### src/design/ste_regs.svh
// register offsets, field positions and reset values of the timer engine
// assumes a 32-bit avalon slave with byte addresses, one word per register
`ifndef STE_REGS_SVH
`define STE_REGS_SVH

// byte addresses of the word registers
`define STE_ADDR_CTRL 5'h00
`define STE_ADDR_CMPA 5'h04
`define STE_ADDR_CMPP 5'h08
`define STE_ADDR_COUNT 5'h0C
`define STE_ADDR_STATUS 5'h10

// control word fields
`define STE_CTRL_CLRSEL 0
`define STE_CTRL_SWAP 1
`define STE_CTRL_INVERT 2
`define STE_CTRL_INIT 3
`define STE_CTRL_FUNC_LO 4
`define STE_CTRL_FUNC_HI 5
`define STE_CTRL_MODE_LO 6
`define STE_CTRL_MODE_HI 7
`define STE_CTRL_RUN 8
`define STE_CTRL_WIDTH 9

// status word fields
`define STE_STAT_AFLAG 0
`define STE_STAT_PFLAG 1
`define STE_STAT_PIN 2

// reset values
`define STE_CTRL_RESET 9'h000
`define STE_CMPA_RESET 16'h0000
`define STE_CMPP_RESET 8'h00

`endif

### src/design/ste_pkg.sv
// types shared by the timer engine modules
// assumes the field layout of ste_regs.svh
package ste_pkg;

  // operating mode, encoded as the two mode select bits
  typedef enum logic [1:0] {
    STE_MODE_COMPARE,
    STE_MODE_UNDEF,
    STE_MODE_PWM,
    STE_MODE_TIMER
  } ste_mode_t;

  // output function; meaning depends on the mode
  typedef enum logic [1:0] {
    STE_FUNC_HOLD,
    STE_FUNC_LOW,
    STE_FUNC_HIGH,
    STE_FUNC_TOGGLE
  } ste_func_t;

endpackage : ste_pkg

### src/design/ste_counter.sv
// 16-bit up-counter with comparator a (full width) and p (top byte)
// assumes run, restart and clear come from the same clock domain
`timescale 1ns/1ps
module ste_counter #(
  parameter int WIDTH = 16
) (
  input wire logic clock,
  input wire logic srst,
  input wire logic run,
  input wire logic restart,
  input wire logic clear,
  input wire logic [WIDTH-1:0] cmpA,
  input wire logic [7:0] cmpP,
  output logic [WIDTH-1:0] count,
  output logic aMatch,
  output logic pMatch
);

  logic [WIDTH-1:0] countInc;

  // matches are taken at the end of the cycle whose successor equals the
  // compare value, so a zero value matches on overflow
  assign countInc = count + {{(WIDTH-1){1'b0}}, 1'b1};
  assign aMatch = run & ~restart & (countInc == cmpA);
  // p sees only the top byte: matches fall on multiples of 256
  assign pMatch = run & ~restart & (countInc[WIDTH-1:WIDTH-8] == cmpP)
    & (&count[WIDTH-9:0]);

  // count while running, zero after a clear or a run rising edge
  always_ff @(posedge clock) begin
    if (srst) begin
      count <= '0;
    end else if (restart) begin
      count <= '0;
    end else if (run) begin
      count <= clear ? '0 : countInc;
    end
  end

endmodule : ste_counter

### src/design/ste_pin.sv
// output pin driver for compare, pwm and single pulse modes
// assumes the strobes are one-cycle pulses on the same clock
`timescale 1ns/1ps
module ste_pin (
  input wire logic clock,
  input wire logic srst,
  input wire ste_pkg::ste_mode_t mode,
  input wire ste_pkg::ste_func_t func,
  input wire logic initLevel,
  input wire logic invert,
  input wire logic restart,
  input wire logic aMatch,
  input wire logic run,
  input wire logic pwmActive,
  output logic pin,
  output logic pinOe
);

  logic active;

  // pwm activity: forced, waveform or single pulse
  always_comb begin
    unique case (func)
      ste_pkg::STE_FUNC_HOLD: active = 1'b0;
      ste_pkg::STE_FUNC_LOW: active = 1'b1;
      ste_pkg::STE_FUNC_HIGH: active = pwmActive;
      ste_pkg::STE_FUNC_TOGGLE: active = run; // pulse spans run
    endcase
  end

  // pin level; timer mode releases the pin
  always_ff @(posedge clock) begin
    if (srst) begin
      pin <= 1'b0;
      pinOe <= 1'b0;
    end else begin
      unique case (mode)
        ste_pkg::STE_MODE_COMPARE: begin
          pinOe <= 1'b1;
          if (restart) begin
            pin <= initLevel;
          end else if (aMatch) begin // only a matches move the pin
            unique case (func)
              ste_pkg::STE_FUNC_HOLD: pin <= pin;
              ste_pkg::STE_FUNC_LOW: pin <= 1'b0;
              ste_pkg::STE_FUNC_HIGH: pin <= 1'b1;
              ste_pkg::STE_FUNC_TOGGLE: pin <= ~pin;
            endcase
          end
        end
        ste_pkg::STE_MODE_PWM: begin
          pinOe <= 1'b1;
          // active level chosen by initLevel, then optional inversion
          pin <= (active ? initLevel : ~initLevel) ^ invert;
        end
        ste_pkg::STE_MODE_UNDEF, ste_pkg::STE_MODE_TIMER: begin
          pinOe <= 1'b0;
        end
      endcase
    end
  end

endmodule : ste_pin

### src/design/ste_timer.sv
// standard timer mode engine with an avalon-mm register slave
// assumes one 100 MHz clock; the counter ticks on every rising clock edge
//
// Overview of operation
// mode zero selects compare-match output
// clear on p match or overflow
// compare mode raises both match flags
// clear-select high: clear on a, a flag only
// software keeps compare a nonzero there
// only a matches change the pin
// a match sets, clears or toggles pin
// function zero leaves pin unchanged
// run rising edge loads initial level
// timer mode like compare, pin released
// software picks mode 10, function 10
// pwm ignores clear-select; swap picks period
// swap zero: p period, a duty
// swap one: a period, p duty
// duty at least period: always active
// pwm raises a and p flags
// functions 00/01 force pin, counting continues
// invert bit flips pwm waveform
// software picks function 11, keeps it
// run rising edge starts pulse
// a match ends pulse, clears run
// single pulse restarts only on run
// p compares counter top byte only
// initial level bit picks active level
// counter increments by one while running
`timescale 1ns/1ps
`include "ste_regs.svh"
module ste_timer (
  input wire logic clock,
  input wire logic srst,
  input wire logic [4:0] avs_address,
  input wire logic avs_read,
  input wire logic avs_write,
  input wire logic [31:0] avs_writedata,
  input wire logic [3:0] avs_byteenable,
  output logic [31:0] avs_readdata,
  output logic avs_waitrequest,
  output logic timerPin,
  output logic timerPinOe
);

  // register state
  logic [`STE_CTRL_WIDTH-1:0] ctrl_r;
  logic [15:0] cmpA_r;
  logic [7:0] cmpP_r;
  logic aFlag_r;
  logic pFlag_r;
  logic runPrev_r;
  logic waitReq_r;
  logic [31:0] readData_r;

  // decoded control fields
  ste_pkg::ste_mode_t mode;
  ste_pkg::ste_func_t func;
  logic clrSel;
  logic swap;
  logic run;
  logic singlePulse;
  logic pwmMode;
  logic restart;

  // counter side
  logic [15:0] count;
  logic aMatch;
  logic pMatch;
  logic clear;
  logic aSet;
  logic pSet;
  logic pwmActive;
  logic [16:0] pPeriod;
  logic [16:0] aPeriod;
  logic [16:0] duty;
  logic [16:0] period;

  // bus side
  logic wrTake;
  logic [31:0] wordMerged;
  logic [31:0] readMux;
  logic runHwClear;
  logic statClr;

  // merge write data into a word under the byte enables
  function automatic logic [31:0] byteMerge(
    input logic [31:0] oldVal,
    input logic [31:0] newVal,
    input logic [3:0] be
  );
    logic [31:0] res;
    res = oldVal;
    for (int i = 0; i < 4; i++) begin
      if (be[i]) begin
        res[8*i +: 8] = newVal[8*i +: 8];
      end
    end
    return res;
  endfunction : byteMerge

  // a zero period or p duty stands for the full 65536-count range; the
  // result is 17 bits wide so that this full count stays representable
  function automatic logic [16:0] fullScale(
    input logic [15:0] val
  );
    return (val == 16'h0000) ? 17'h10000 : {1'b0, val};
  endfunction : fullScale

  // true on the edge that completes a write to the given word; the
  // write strobe alone is not enough, it stands through the wait state
  function automatic logic wrHit(
    input logic take,
    input logic [4:0] addr,
    input logic [4:0] target
  );
    return take && (addr == target);
  endfunction : wrHit

  // field decode; the control word has nine bits, the rest read zero
  assign mode = ste_pkg::ste_mode_t'(
    ctrl_r[`STE_CTRL_MODE_HI:`STE_CTRL_MODE_LO]);
  assign func = ste_pkg::ste_func_t'(
    ctrl_r[`STE_CTRL_FUNC_HI:`STE_CTRL_FUNC_LO]);
  assign clrSel = ctrl_r[`STE_CTRL_CLRSEL];
  assign swap = ctrl_r[`STE_CTRL_SWAP];
  assign run = ctrl_r[`STE_CTRL_RUN];

  // mode 10 with function 11 is the single pulse mode; software is
  // expected not to touch the function field while in it
  assign pwmMode = (mode == ste_pkg::STE_MODE_PWM);
  assign singlePulse = pwmMode
    & (func == ste_pkg::STE_FUNC_TOGGLE);

  // run rising edge restarts the counter and the output; the edge is
  // seen one cycle after the write, which software cannot observe
  assign restart = run & ~runPrev_r;

  // counter clear source per mode
  always_comb begin
    clear = 1'b0;
    unique case (mode)
      ste_pkg::STE_MODE_PWM: begin
        if (singlePulse) begin
          clear = 1'b0; // only a run rising edge zeroes it
        end else if (swap) begin
          clear = aMatch; // a sets the period
        end else begin
          clear = pMatch; // p sets the period
        end
      end
      ste_pkg::STE_MODE_COMPARE, ste_pkg::STE_MODE_UNDEF,
      ste_pkg::STE_MODE_TIMER: begin
        // p match covers overflow when p is zero
        clear = clrSel ? aMatch : pMatch;
      end
    endcase
  end

  // flag set terms per mode
  always_comb begin
    aSet = aMatch; // a flag in every mode
    pSet = 1'b0;
    unique case (mode)
      ste_pkg::STE_MODE_PWM: begin
        pSet = pMatch & ~singlePulse;
      end
      ste_pkg::STE_MODE_COMPARE, ste_pkg::STE_MODE_UNDEF,
      ste_pkg::STE_MODE_TIMER: begin
        pSet = pMatch & ~clrSel; // no p flag when a clears
      end
    endcase
  end

  // p counts in steps of 256 clocks, a in single clocks
  assign pPeriod = fullScale({cmpP_r, 8'h00});
  assign aPeriod = fullScale(cmpA_r);

  // swap selects which register gives period and which gives duty
  always_comb begin
    if (swap) begin
      period = aPeriod;
      duty = pPeriod;
    end else begin
      period = pPeriod;
      duty = {1'b0, cmpA_r};
    end
  end

  // duty at or past the period keeps the output active; the
  // compare is 17 bits wide so a full-range duty still beats any
  // shorter period
  assign pwmActive = ({1'b0, count} < duty) | (duty >= period);

  // counter and comparators
  ste_counter #(
    .WIDTH(16)
  ) u_counter (
    .clock(clock),
    .srst(srst),
    .run(run),
    .restart(restart),
    .clear(clear),
    .cmpA(cmpA_r),
    .cmpP(cmpP_r),
    .count(count),
    .aMatch(aMatch),
    .pMatch(pMatch)
  );

  // output pin logic
  ste_pin u_pin (
    .clock(clock),
    .srst(srst),
    .mode(mode),
    .func(func),
    .initLevel(ctrl_r[`STE_CTRL_INIT]),
    .invert(ctrl_r[`STE_CTRL_INVERT]),
    .restart(restart),
    .aMatch(aMatch),
    .run(run),
    .pwmActive(pwmActive),
    .pin(timerPin),
    .pinOe(timerPinOe)
  );

  // a write takes effect on the edge where waitrequest is seen low
  assign wrTake = avs_write & ~waitReq_r;

  // byte-enable merge of the addressed word's current contents
  assign wordMerged = byteMerge(readMux, avs_writedata, avs_byteenable);

  // hardware end of a single pulse; the counter stops by itself
  // because run drops at the match edge
  assign runHwClear = singlePulse & aMatch;

  // write-one-to-clear of the flags needs byte lane zero
  assign statClr = wrHit(wrTake, avs_address, `STE_ADDR_STATUS)
    & avs_byteenable[0];

  // control word; a software write in the same cycle wins over the
  // hardware run clear, so a deliberate restart is never lost
  always_ff @(posedge clock) begin
    if (srst) begin
      ctrl_r <= `STE_CTRL_RESET;
    end else if (wrHit(wrTake, avs_address, `STE_ADDR_CTRL)) begin
      ctrl_r <= wordMerged[`STE_CTRL_WIDTH-1:0];
    end else if (runHwClear) begin
      ctrl_r[`STE_CTRL_RUN] <= 1'b0;
    end
  end

  // compare a; zero in compare mode is left to software
  always_ff @(posedge clock) begin
    if (srst) begin
      cmpA_r <= `STE_CMPA_RESET;
    end else if (wrHit(wrTake, avs_address, `STE_ADDR_CMPA)) begin
      cmpA_r <= wordMerged[15:0];
    end
  end

  // compare p; only the low byte of the word is kept
  always_ff @(posedge clock) begin
    if (srst) begin
      cmpP_r <= `STE_CMPP_RESET;
    end else if (wrHit(wrTake, avs_address, `STE_ADDR_CMPP)) begin
      cmpP_r <= wordMerged[7:0];
    end
  end

  // previous run level for edge detection
  always_ff @(posedge clock) begin
    if (srst) begin
      runPrev_r <= 1'b0;
    end else begin
      runPrev_r <= run;
    end
  end

  // sticky a flag, write one to clear; a set in the clearing cycle
  // wins so no match is lost
  always_ff @(posedge clock) begin
    if (srst) begin
      aFlag_r <= 1'b0;
    end else if (statClr) begin
      aFlag_r <= aSet | (aFlag_r & ~avs_writedata[`STE_STAT_AFLAG]);
    end else begin
      aFlag_r <= aSet | aFlag_r;
    end
  end

  // sticky p flag, same clearing rule as the a flag
  always_ff @(posedge clock) begin
    if (srst) begin
      pFlag_r <= 1'b0;
    end else if (statClr) begin
      pFlag_r <= pSet | (pFlag_r & ~avs_writedata[`STE_STAT_PFLAG]);
    end else begin
      pFlag_r <= pSet | pFlag_r;
    end
  end

  // read multiplexer; unmapped words and reserved bits read zero
  always_comb begin
    readMux = 32'h00000000;
    unique case (avs_address)
      `STE_ADDR_CTRL: readMux[`STE_CTRL_WIDTH-1:0] = ctrl_r;
      `STE_ADDR_CMPA: readMux[15:0] = cmpA_r;
      `STE_ADDR_CMPP: readMux[7:0] = cmpP_r;
      `STE_ADDR_COUNT: readMux[15:0] = count;
      `STE_ADDR_STATUS: begin
        readMux[`STE_STAT_AFLAG] = aFlag_r;
        readMux[`STE_STAT_PFLAG] = pFlag_r;
        readMux[`STE_STAT_PIN] = timerPin;
      end
      default: readMux = 32'h00000000;
    endcase
  end

  // one wait state per access: waitrequest drops for exactly one cycle
  // after a request is seen, which keeps read data registered
  always_ff @(posedge clock) begin
    if (srst) begin
      waitReq_r <= 1'b1;
    end else if (!waitReq_r) begin
      waitReq_r <= 1'b1;
    end else if (avs_read || avs_write) begin
      waitReq_r <= 1'b0;
    end
  end

  // read data captured while the wait state ends; registering it costs
  // the wait state but keeps the read path short
  always_ff @(posedge clock) begin
    if (srst) begin
      readData_r <= 32'h00000000;
    end else if (avs_read && waitReq_r) begin
      readData_r <= readMux;
    end
  end

  assign avs_waitrequest = waitReq_r;
  assign avs_readdata = readData_r;

endmodule : ste_timer

### config.mk
export PLATFORM = sky130hd
export DESIGN_NAME = ste_timer
export DESIGN_NICKNAME = d
export VERILOG_FILES = /design/src/design/ste_pkg.sv /design/src/design/ste_counter.sv /design/src/design/ste_pin.sv /design/src/design/ste_timer.sv
export VERILOG_INCLUDE_DIRS = /design/src /design/src/design
export SDC_FILE = /design/constraint.sdc
export NUM_CORES = 1
export LEC_CHECK = 0
export ABC_AREA = 0
export BUFFER_PORTS_ARGS = -buffer_cell sky130_fd_sc_hd__buf_2
export CAP_MARGIN = 20
export CORE_MARGIN = 3
export CORE_UTILIZATION = 62
export DETAILED_ROUTE_END_ITERATION = 8
export PLACE_DENSITY = 0.84
export SLEW_MARGIN = 20
export SYNTH_ARGS = -nofsm -noshare
export SYNTH_HDL_FRONTEND = slang
export SYNTH_SLANG_ARGS = --single-unit
### constraint.sdc
create_clock -name clock -period 7.6 [get_ports clock]
set_input_delay 0.38 -clock clock [delete_from_list [all_inputs] [get_ports clock]]
set_output_delay 0.38 -clock clock [all_outputs]
set_load 0.02 [all_outputs]
==> out/summary.txt, run 1 <==
ROUTING
--------------------------------------------------------------------------------
Vias per std cell .................................................         6.35
Total DRC errors in the routed layout .............................            0
WL/cell ...........................................................      18.3 um
Post-route antenna net violation count ............................            0
Detailed-router iteration count before antenna repair .............            5
Via Count .........................................................         4649
Routed wire length ................................................     13400 um
Iteration-0 DRC Markers ...........................................          333

GLOBAL ROUTE
--------------------------------------------------------------------------------
Via count of the first global-routing pass ........................         4150
Initial antenna violation count ...................................            0
Pin count of the biggest net entering global routing ..............           57
Total track usage .................................................        0.306
Overflow left after global routing ................................            0
First-pass GRT wire length ........................................     21500 um

LOGIC SYNTHESIS
--------------------------------------------------------------------------------
Adder-cell share of the synthesized area ..........................       0.0624
Count of warnings emitted by yosys ................................            0
Share of the synthesized netlist area taken by xor and xnor gates .       0.0803
Sequential-to-total area share from yosys stat ....................        0.283
Synth unique cells ................................................           64
Synthesized instance count ........................................          604
Prevailing post-synth register cell ...............................      dfxtp_1
Flop and latch count out of synthesis .............................           71
Fraction of the mapped netlist area in compound gates .............        0.177
Per-instance average area after synthesis .........................     8.30 um2
Multiplexer area fraction after synthesis .........................        0.106
Simple-gate portion of the synthesized area .......................        0.221
Largest family of logic cells by synthesized area ................. simple AND/OR/NAND/NOR gates
Share of flip-flops with an asynchronous set or reset .............            0
Number of enable-type register cells in the synthesized netlist ...            0
Netlist area before placement .....................................  0.00502 mm2

RUN
--------------------------------------------------------------------------------
Maximum Capacitance Violations ....................................            0

CRITICAL PATH
--------------------------------------------------------------------------------
Data arrival time of the critical path ............................      4160 ps
CP Max Fanout .....................................................           15
Endpoint type of the worst setup path .............................    flip-flop
Critical Setup Path Class .........................................   reg -> reg
Worst EP required .................................................      7860 ps
Startpoint type of the worst setup path ...........................    flip-flop

CLOCK NETWORK
--------------------------------------------------------------------------------
Number of cells upsized or downsized after cts ....................            0
CTS buffer count ..................................................            9
Clock Root Buffer .................................................     clkbuf_8
Max Buffers Root-to-Sink ..........................................            2
Clock sink count ..................................................           71
Worst-Skew Late Latency ...........................................       360 ps
Clock tree from TritonCTS .........................................          yes
Setup repair bufs after CTS .......................................            0
Hold-fix buffers, CTS .............................................            0
Max H-tree Level ..................................................            3
Clock slew at reported path FFs ...................................        90 ps

PLACED DESIGN
--------------------------------------------------------------------------------
Count of buffers inserted at the top-level ports ..................           45
RePlAce Congestion ................................................        0.969
Area of placed instances ..........................................  0.00517 mm2
Setup slack after placement .......................................      3740 ps
Post-detail-place hpwl ............................................     10000 um

STA
--------------------------------------------------------------------------------
Final setup skew ..................................................      7.08 ps
Slew HR ...........................................................        0.289
Count of endpoints failing hold in the final timing report ........            0
Unrepaired setup endpoints after global routing ...................           no
Worst-case setup margin in the final layout .......................      3690 ps
Summed negative setup slack over all endpoints ....................         0 ps
Worst-margin pin slew .............................................      1070 ps
Final-report setup violation count ................................            0
Count of pins over their slew limit ...............................            0
Period minus WS final .............................................      3910 ps
Part of the cycle the worst path needs ............................        0.514
FMAX ..............................................................    0.256 GHz
Hold slack final ..................................................       255 ps

POWER
--------------------------------------------------------------------------------
Sequential Power Share ............................................        0.517
Power dissipated by switching net loads ...........................       212 uW
Net switching fraction of the power ...............................        0.290
Cell area power density ...........................................   136 mW/mm2
Clock network fraction of total power .............................        0.404
Leakage power figure ..............................................   0.00204 uW
Worst IR drop on VDD ..............................................     0.140 mV
Internal Pwr Total ................................................       517 uW
Comb pwr share ....................................................        0.080

OUTCOME
--------------------------------------------------------------------------------
Run status ........................................................ finished, final reports clean

CELLS AND AREA
--------------------------------------------------------------------------------
Final net count ...................................................          695
Post-route design area ............................................  0.00536 mm2
Number of diodes ..................................................            0
Proportion of layout cells with a drive suffix above 1 ............        0.146
Area added between synthesis and finish ...........................        6.78%
Filler cell count .................................................          648

FLOORPLANNING
--------------------------------------------------------------------------------
Initial core utilization ..........................................        0.642
Area of the die ...................................................  0.00921 mm2
Die width .........................................................      95.9 um
Placement Rows ....................................................           32
Number of ports placed on the die boundary ........................           80
Core footprint ....................................................  0.00781 mm2
Chip Height .......................................................      95.9 um

HOLD PATH
--------------------------------------------------------------------------------
Class of the most critical hold timing path .......................    in -> reg

-- worst max-delay path: stages (launching register included) --
cell and delay, ps:
dfxtp_1 680, nand4_1 290, nor4_1 630, xnor3_1 250, nand4_1 90, or4b_1 670
o221ai_2 680, nor2_2 240, a22o_1 270
-- metal layers --
| layer | wire (um) | share of wire | GRT usage |
|---|---|---|---|
| met1 | 5700 | 0.42 | 0.442 |
| met3 | 1350 | 0.10 | 0.0571 |
| met2 | 6060 | 0.45 | 0.452 |
| met4 | 303 | 0.023 | 0.115 |
| met5 | 0 | 0 | 0 |
-- final timing paths --
kind	start	endpoint	slack [ps]	cells past startpoint
max	u_counter.count[9]$_SDFFE_PP0P_	u_counter.count[7]$_SDFFE_PP0P_	3690	8
min	avs_write	avs_waitrequest$_SDFF_PP1_	260	2
max reg2reg	u_counter.count[9]$_SDFFE_PP0P_	u_counter.count[7]$_SDFFE_PP0P_	3690	8
min reg2reg	avs_waitrequest$_SDFF_PP1_	avs_waitrequest$_SDFF_PP1_	490	1
-- area by class of cell --
| cell class | instances | area, um2 | area share |
|---|---|---|---|
| multi-input cells | 478 | 3300 | 0.617 |
| flip-flops and latches | 71 | 1420 | 0.265 |
| repair buffers | 49 | 255 | 0.0477 |
| well taps | 102 | 128 | 0.0238 |
| clock buffers | 9 | 124 | 0.0231 |
| clock inverters | 7 | 63.8 | 0.0119 |
| inverters | 16 | 60.1 | 0.0112 |
-- sequential cells by signal, indices dropped and copies added, names as in the netlist --
signal / count
runPrev_r: 1
aFlag_r: 1
u_counter.count: 16
cmpP_r: 8
pFlag_r: 1
avs_readdata: 16
ctrl_r: 9
avs_waitrequest: 1
u_pin.pinOe: 1
u_pin.pin: 1
cmpA_r: 16
-- per-stage QoR --
stage / power (uW) / utilization / instances
final: 729 / 0.686 / 732
after global routing: 754 / 0.686 / 732
after CTS: 732 / 0.686 / 732
after detailed placement: 442 / 0.662 / 716
after global placement: 441 / 0.662 / 716
after floorplan: 432 / - / 619
-- cell usage in the layout, fill, tap and decap left out, types with 3 or more instances in the layout --
| cell | netlist | final |
|---|---|---|
| o211ai_1 | 6 | 6 |
| clkbuf_8 | 0 | 9 |
| mux4_2 | 5 | 5 |
| a211oi_1 | 22 | 22 |
| xor2_1 | 7 | 7 |
| o31ai_1 | 6 | 6 |
| xnor2_1 | 21 | 21 |
| nor2b_1 | 4 | 4 |
| and4_1 | 4 | 4 |
| nand4_1 | 8 | 8 |
| xnor3_1 | 7 | 7 |
| ha_1 | 25 | 25 |
| nand2_1 | 34 | 34 |
| a22o_1 | 10 | 10 |
| conb_1 | 1 | 16 |
| nand3_1 | 11 | 11 |
| and2_1 | 6 | 6 |
| or4_1 | 3 | 3 |
| a22oi_1 | 6 | 6 |
| o21ai_1 | 6 | 6 |
| buf_2 | 7 | 45 |
| dfxtp_1 | 71 | 71 |
| buf_4 | 18 | 4 |
| nor2_1 | 93 | 93 |
| nand2b_1 | 3 | 3 |
| nor3_1 | 23 | 23 |
| nor4_1 | 9 | 9 |
| a21o_1 | 4 | 4 |
| mux2_2 | 14 | 14 |
| inv_1 | 15 | 15 |
| or3_1 | 3 | 3 |
| a21oi_1 | 36 | 36 |
| and3_1 | 8 | 8 |
| o21ai_0 | 21 | 21 |
| mux2i_1 | 26 | 26 |
-- cells by family (layout without fill, tap and decap cells) --
family                   count (synthesis)  after routing
AO/OA/AOI/OAI                          134            134
AND/OR/NAND/NOR                        223            223
buffers and inverters                   70             81
other                                    1             16
flip-flops                              71             71
multiplexers                            45             45
adder cells (fa/ha/maj)                 25             25
XOR/XNOR                                35             35
-- Yosys cell counts, types with 4 or more instances --
library cell / count / area share
mux2_2: 14 / 0.031
ha_1: 25 / 0.062
mux2i_1: 26 / 0.052
clkbuf_1: 23 / 0.017
buf_2: 7 / 0.0070
a22oi_1: 6 / 0.0090
a21o_1: 4 / 0.0060
buf_1: 5 / 0.0037
nor3_1: 23 / 0.023
nand3_1: 11 / 0.011
nand2_1: 34 / 0.025
mux4_2: 5 / 0.022
o31ai_1: 6 / 0.0090
nor2_1: 93 / 0.070
a211oi_1: 22 / 0.033
o21ai_1: 6 / 0.0060
nor4_1: 9 / 0.011
and2_1: 6 / 0.0075
a22o_1: 10 / 0.017
a21oi_1: 36 / 0.036
buf_4: 18 / 0.027
and4_1: 4 / 0.0070
inv_1: 15 / 0.011
nand4_1: 8 / 0.010
xnor3_1: 7 / 0.031
and3_1: 8 / 0.010
o21ai_0: 21 / 0.021
o211ai_1: 6 / 0.0090
nor2b_1: 4 / 0.0050
xor2_1: 7 / 0.012
dfxtp_1: 71 / 0.28
xnor2_1: 21 / 0.037
-- power by group through the flow --
| stage | clock (uW) | combinational (uW) | sequential (uW) |
|---|---|---|---|
| finish | 294 | 58.0 | 377 |
| global route | 314 | 63.3 | 377 |
| CTS | 299 | 57.0 | 377 |
| detailed placement | 0 | 56.7 | 385 |
| global placement | 0 | 55.9 | 385 |
| floorplan | 0 | 45.0 | 387 |
No activity file was read; power rests on OpenSTA's default activity.
==> inputs of run 2 (changes only) <==
CORE_UTILIZATION = 58   (was 62)
PLACE_DENSITY = 0.79   (was 0.84)
clock period = 4.07 ns   (was 7.6 ns; I/O delays follow)
==> run 2 against run 1 <==
Combinational power is 88% higher. Global-route usage is 2.5 points lower. Sequential power is 86% higher. Register-to-register slack worse by 3200 ps. Non-clock buffer count is 5 higher. Critical path depth is 2 higher. Utilization is 3.5 points lower. Cell count is 1.1% higher. Via count is 0.41% lower. Critical path type unchanged. Critical endpoint is now u_counter.count[5]$_SDFFE_PP0P_. Largest cell class unchanged.
==> out/summary.txt, run 2 (same netlist as run 1, synthesis figures left out) <==
OUTCOME
-------------------------------------------------------------------------
Run status ................................................. finished, final reports clean

STA
-------------------------------------------------------------------------
Count of pins over their slew limit ........................            0
Part of the cycle the worst path needs .....................        0.869
Worst-margin pin slew ......................................       868 ps
Count of endpoints failing hold in the final timing report .            0
Final-report setup violation count .........................            0
Summed negative setup slack over all endpoints .............         0 ps
Slew HR ....................................................        0.420
Unrepaired setup endpoints after global routing ............           no
Period minus WS final ......................................      3540 ps
Final setup skew ...........................................      20.1 ps
FMAX .......................................................    0.283 GHz

CRITICAL PATH
-------------------------------------------------------------------------
Endpoint type of the worst setup path ......................    flip-flop
Critical register-to-register path endpoint ................ u_counter.count[5]$_SDFFE_PP0P_
Worst EP required ..........................................      4310 ps
Worst path depth ...........................................           10
Critical-path top delay cell ...............................       or4b_1
Setup slack, reg-to-reg ....................................       530 ps
Number of buffer and inverter stages on the critical path ..            1
Cell Chain, Critical Path .................................. ha_1 -> nand4_1 -> nor3_1 -> xnor2_1 -> nor4_1 -> or4b_1 -> o221ai_2 -> buf_4 -> nor2_2 -> a22o_1
Worst setup startpoint ..................................... u_counter.count[0]$_SDFFE_PP0P_
Cell family with the largest share of critical-path delay .. simple AND/OR/NAND/NOR gates
Largest stage delay on the critical path ...................       610 ps
Number of cells on the worst reg-to-reg path ...............           10
Data arrival time of the critical path .....................      3780 ps
Critical Setup Path Class ..................................   reg -> reg
Critical Path Sink ......................................... u_counter.count[5]$_SDFFE_PP0P_
Critical register-to-register path startpoint .............. u_counter.count[0]$_SDFFE_PP0P_
CP Max Fanout ..............................................           15
Startpoint type of the worst setup path ....................    flip-flop

ROUTING
-------------------------------------------------------------------------
WL/cell ....................................................      17.9 um
Detailed-router iteration count before antenna repair ......            5
Post-route antenna net violation count .....................            0
Via Count ..................................................         4630
Total DRC errors in the routed layout ......................            0
Vias per std cell ..........................................         6.26
Routed wire length .........................................     13200 um
Iteration-0 DRC Markers ....................................          307

FLOORPLANNING
-------------------------------------------------------------------------
Initial core utilization ...................................        0.604
Die width ..................................................      99.0 um
Chip Height ................................................      99.0 um
Placement Rows .............................................           33
Area of the die ............................................  0.00980 mm2
Number of ports placed on the die boundary .................           80
Core footprint .............................................  0.00830 mm2

POWER
-------------------------------------------------------------------------
Cell area power density ....................................   257 mW/mm2
Leakage power figure .......................................   0.00207 uW
Worst IR drop on VDD .......................................     0.179 mV

CELLS AND AREA
-------------------------------------------------------------------------
Non-filler instance count after layout .....................          740
Area added between synthesis and finish ....................        7.76%
Final net count ............................................          700
Most common cell after layout, fill and taps aside .........       nor2_1
Combined flip-flop and latch cell area .....................  0.00142 mm2
Number of diodes ...........................................            0
Proportion of layout cells with a drive suffix above 1 .....        0.151
Most frequent cells in the layout .......................... nor2_1, dfxtp_1, buf_2
Filler cell count ..........................................          722
Combined area of the multi-input logic cells ...............  0.00330 mm2

PLACED DESIGN
-------------------------------------------------------------------------
Number of instances in the placed design ...................          724
RePlAce Congestion .........................................        0.968
Post-detail-place hpwl .....................................      9850 um
Count of buffers inserted at the top-level ports ...........           45

CLOCK NETWORK
-------------------------------------------------------------------------
Setup repair bufs after CTS ................................            0
Max Buffers Root-to-Sink ...................................            2
CTS buffer count ...........................................            9
Number of cells upsized or downsized after cts .............            0
Clock sink count ...........................................           71
Clock Root Buffer ..........................................     clkbuf_8
Worst-Skew Late Latency ....................................       370 ps
Hold-fix buffers, CTS ......................................            0
Clock tree from TritonCTS ..................................          yes
Clock slew at reported path FFs ............................        80 ps
Max H-tree Level ...........................................            3

GLOBAL ROUTE
-------------------------------------------------------------------------
Pin count of the biggest net entering global routing .......           57
Via count of the first global-routing pass .................         4454
First-pass GRT wire length .................................     22100 um
Total track usage ..........................................        0.281
Overflow left after global routing .........................            0
Initial antenna violation count ............................            0

RUN
-------------------------------------------------------------------------
Maximum Capacitance Violations .............................            0

HOLD PATH
-------------------------------------------------------------------------
Class of the most critical hold timing path ................    in -> reg

-- run 2: worst min-delay path by stage --
stage,startpoint,to,cells past startpoint,slack [ps]
after CTS,avs_write,avs_waitrequest$_SDFF_PP1_,2,50
after global placement,avs_read,avs_waitrequest$_SDFF_PP1_,2,430
after detailed placement,avs_waitrequest$_SDFF_PP1_,avs_waitrequest$_SDFF_PP1_,1,440
after global routing,avs_read,avs_waitrequest$_SDFF_PP1_,2,50
after floorplan,avs_read,avs_waitrequest$_SDFF_PP1_,1,320
final,avs_write,avs_waitrequest$_SDFF_PP1_,2,60
-- run 2: layout make-up --
type / instances / area share
tap: 105 / 0.0243
timing repair buffer: 54 / 0.0542
sequential: 71 / 0.263
multi-input combinational: 478 / 0.611
inverter: 16 / 0.0111
clock buffer: 10 / 0.0236
clock inverter: 6 / 0.0125
-- run 2: worst reg2reg max path: stages, from the launching register on --
cell	delay, ps
dfxtp_1	530
ha_1	320
nand4_1	350
nor3_1	450
xnor2_1	150
nor4_1	190
or4b_1	610
o221ai_2	210
buf_4	250
nor2_2	130
a22o_1	240
-- run 2: per-stage QoR --
step | power [uW] | setup WS [ps] | area [um2] | utilization | hold slack [ps]
3_3_place_gp | 824 | 732 | 5210 | 0.628 | 433
5_1_grt | 1440 | 251 | 5410 | 0.651 | 54.4
4_1_cts | 1400 | 603 | 5410 | 0.651 | 48.3
6_report | 1390 | 534 | 5410 | 0.651 | 56.5
2_1_floorplan | 807 | 1140 | 5070 | - | 319
3_5_place_dp | 827 | 657 | 5210 | 0.628 | 438
-- run 2: where the power goes --
group          leakage, uW  total, uW  internal, uW  switching, uW
combinational      0.00140        109          34.0           74.6
sequential        0.000573        703           699           4.48
clock            0.0000933        578           286            292
-- run 2: routing by layer --
metal,vias to the layer above,track usage,share of wire
li1,2223,-,-
met1,2170,0.362,0.43
met4,0,0.142,0.035
met2,189,0.442,0.47
met3,48,0.0644,0.063
met5,-,0,0
==> inputs of run 3 (changes only) <==
CORE_ASPECT_RATIO = 1.1   (was not set)
==> run 3 against run 2 <==
Clock power rose by 3%. Clock-buffer cell count fell by 1. Largest power group unchanged. Sequential share of layout area fell by 0.061 points. Combinational power barely moved. Critical path depth did not move. Worst hold slack improved by 4.0 ps. Power rose by 1.4%. Cell area rose by 0.23%. Cell count rose by 0.41%. Sequential cell count did not move. First-iteration DRC count rose by 23%.
==> out/summary.txt, run 3 (same netlist as run 1, synthesis figures left out) <==
CLOCK NETWORK
-------------------------------------------------------------------------
Number of cells upsized or downsized after cts .............            0
Clock sink count ...........................................           71
CTS buffer count ...........................................            9
Hold-fix buffers, CTS ......................................            0
Clock Root Buffer ..........................................     clkbuf_8
Max Buffers Root-to-Sink ...................................            2
Clock slew at reported path FFs ............................        80 ps
Clock tree from TritonCTS ..................................          yes
Worst-Skew Late Latency ....................................       360 ps
Max H-tree Level ...........................................            3
Setup repair bufs after CTS ................................            0

STA
-------------------------------------------------------------------------
Count of pins over their slew limit ........................            0
Hold slack final ...........................................      60.5 ps
Slew HR ....................................................        0.441
Final-report setup violation count .........................            0
Period minus WS final ......................................      3670 ps
Count of endpoints failing hold in the final timing report .            0
Unrepaired setup endpoints after global routing ............           no
Part of the cycle the worst path needs .....................        0.901
Worst-case setup margin in the final layout ................       403 ps
Final setup skew ...........................................      7.55 ps
Worst-margin pin slew ......................................       837 ps
Summed negative setup slack over all endpoints .............         0 ps
FMAX .......................................................    0.273 GHz

GLOBAL ROUTE
-------------------------------------------------------------------------
Initial antenna violation count ............................            0
Peak-usage layer in the global routing report ..............         met2
GR met3 Demand/Resource ....................................       0.0435
First-pass GRT wire length .................................     23700 um
Overflow left after global routing .........................            0
Global-route track usage on met1 ...........................        0.412
Via count of the first global-routing pass .................         4558
Met2 Track Usage GR ........................................        0.487
Total track usage ..........................................        0.305
Pin count of the biggest net entering global routing .......           57

CRITICAL PATH
-------------------------------------------------------------------------
CP Max Fanout ..............................................            9
Cell Chain, Critical Path .................................. ha_1 -> nand4_1 -> nor3_1 -> xnor2_1 -> nor4_1 -> or4b_1 -> o221ai_2 -> buf_4 -> o21ai_1 -> a22o_1
Worst EP required ..........................................      4320 ps
Number of cells on the worst reg-to-reg path ...............           10
Endpoint type of the worst setup path ......................    flip-flop
Worst path depth ...........................................           10
Largest stage delay on the critical path ...................       630 ps
Critical-path top delay cell ...............................       or4b_1
Data arrival time of the critical path .....................      3920 ps
Critical Setup Path Class ..................................   reg -> reg
Startpoint type of the worst setup path ....................    flip-flop
Number of buffer and inverter stages on the critical path ..            1
Cell family with the largest share of critical-path delay .. simple AND/OR/NAND/NOR gates

POWER
-------------------------------------------------------------------------
Total power draw ...........................................      1410 uW
Leakage power figure .......................................   0.00208 uW
Worst IR drop on VDD .......................................     0.268 mV
Cell area power density ....................................   260 mW/mm2

FLOORPLANNING
-------------------------------------------------------------------------
Initial core utilization ...................................        0.614
Area of the die ............................................  0.00980 mm2
Die width ..................................................      94.7 um
Placement Rows .............................................           34
Core footprint .............................................  0.00817 mm2
Chip Height ................................................       104 um
Number of ports placed on the die boundary .................           80

ROUTING
-------------------------------------------------------------------------
Vias per std cell ..........................................         6.35
Iteration-0 DRC Markers ....................................          377
Detailed-router iteration count before antenna repair ......            7
Via Count ..................................................         4717
Routed wire length .........................................     14500 um
Total DRC errors in the routed layout ......................            0
WL/cell ....................................................      19.5 um
Post-route antenna net violation count .....................            0

CELLS AND AREA
-------------------------------------------------------------------------
Most common cell after layout, fill and taps aside .........       nor2_1
Proportion of layout cells with a drive suffix above 1 .....        0.153
Combined area of the multi-input logic cells ...............  0.00330 mm2
Area added between synthesis and finish ....................        8.01%
Final net count ............................................          700
Filler cell count ..........................................          735
Most frequent cells in the layout .......................... nor2_1, dfxtp_1, buf_2
Number of diodes ...........................................            0
Combined flip-flop and latch cell area .....................  0.00142 mm2

PLACED DESIGN
-------------------------------------------------------------------------
Post-detail-place hpwl .....................................     10800 um
Count of buffers inserted at the top-level ports ...........           45
RePlAce Congestion .........................................        0.989
Setup slack after placement ................................       454 ps

RUN
-------------------------------------------------------------------------
Maximum Capacitance Violations .............................            0

HOLD PATH
-------------------------------------------------------------------------
Hold path cells ............................................            2
Class of the most critical hold timing path ................    in -> reg

OUTCOME
-------------------------------------------------------------------------
Run status ................................................. finished, final reports clean

## run 3: cell count changes in the layout (fill, tap and decap cells not counted), sizes merged
cell | previous run | this run
clkbuf | 10 | 9
clkinv | 2 | 3
clkinvlp | 2 | 1
inv | 17 | 18
## run 3: final cells by class
cell class / count / area share
Inverter: 16 / 0.0111
Timing Repair Buffer: 54 / 0.0540
Tap cell: 108 / 0.0249
Sequential cell: 71 / 0.262
Clock inverter: 7 / 0.0148
Multi-Input combinational cell: 478 / 0.610
Clock buffer: 9 / 0.0229
## run 3: final timing paths
| path | start | endpoint | slack, ps |
|---|---|---|---|
| min reg2reg | avs_waitrequest$_SDFF_PP1_ | avs_waitrequest$_SDFF_PP1_ | 460 |
| max reg2reg | u_counter.count[0]$_SDFFE_PP0P_ | u_counter.count[15]$_SDFFE_PP0P_ | 400 |
| max | u_counter.count[0]$_SDFFE_PP0P_ | u_counter.count[15]$_SDFFE_PP0P_ | 400 |
| min | avs_write | avs_waitrequest$_SDFF_PP1_ | 60 |
## run 3: power by group
| part | internal [uW] | switching [uW] |
|---|---|---|
| clock | 291 | 304 |
| combinational | 34.6 | 75.5 |
| sequential | 698 | 4.78 |
| total | 1020 | 384 |
## run 3: layer usage
layer	routed length [um]	vias to the layer above	part of all wire
met3	1110	58	0.076
met2	6780	235	0.47
met4	512	0	0.035
li1	-	2220	-
met5	0	-	0
met1	6060	2204	0.42
## run 3: worst register-to-register path, cell delays in order (launching register included)
cell and delay [ps]:
dfxtp_1 510, ha_1 340, nand4_1 330, nor3_1 400
xnor2_1 160, nor4_1 190, or4b_1 630, o221ai_2 470
buf_4 240, o21ai_1 70, a22o_1 240
## run 3: per-stage QoR
stage | std cells | cell area, um2 | util
final | 743 | 5420 | 0.663
after global routing | 743 | 5420 | 0.663
after CTS | 743 | 5420 | 0.663
after detailed placement | 727 | 5210 | 0.638
after floorplan | 619 | 5070 | -
after global placement | 727 | 5210 | 0.638
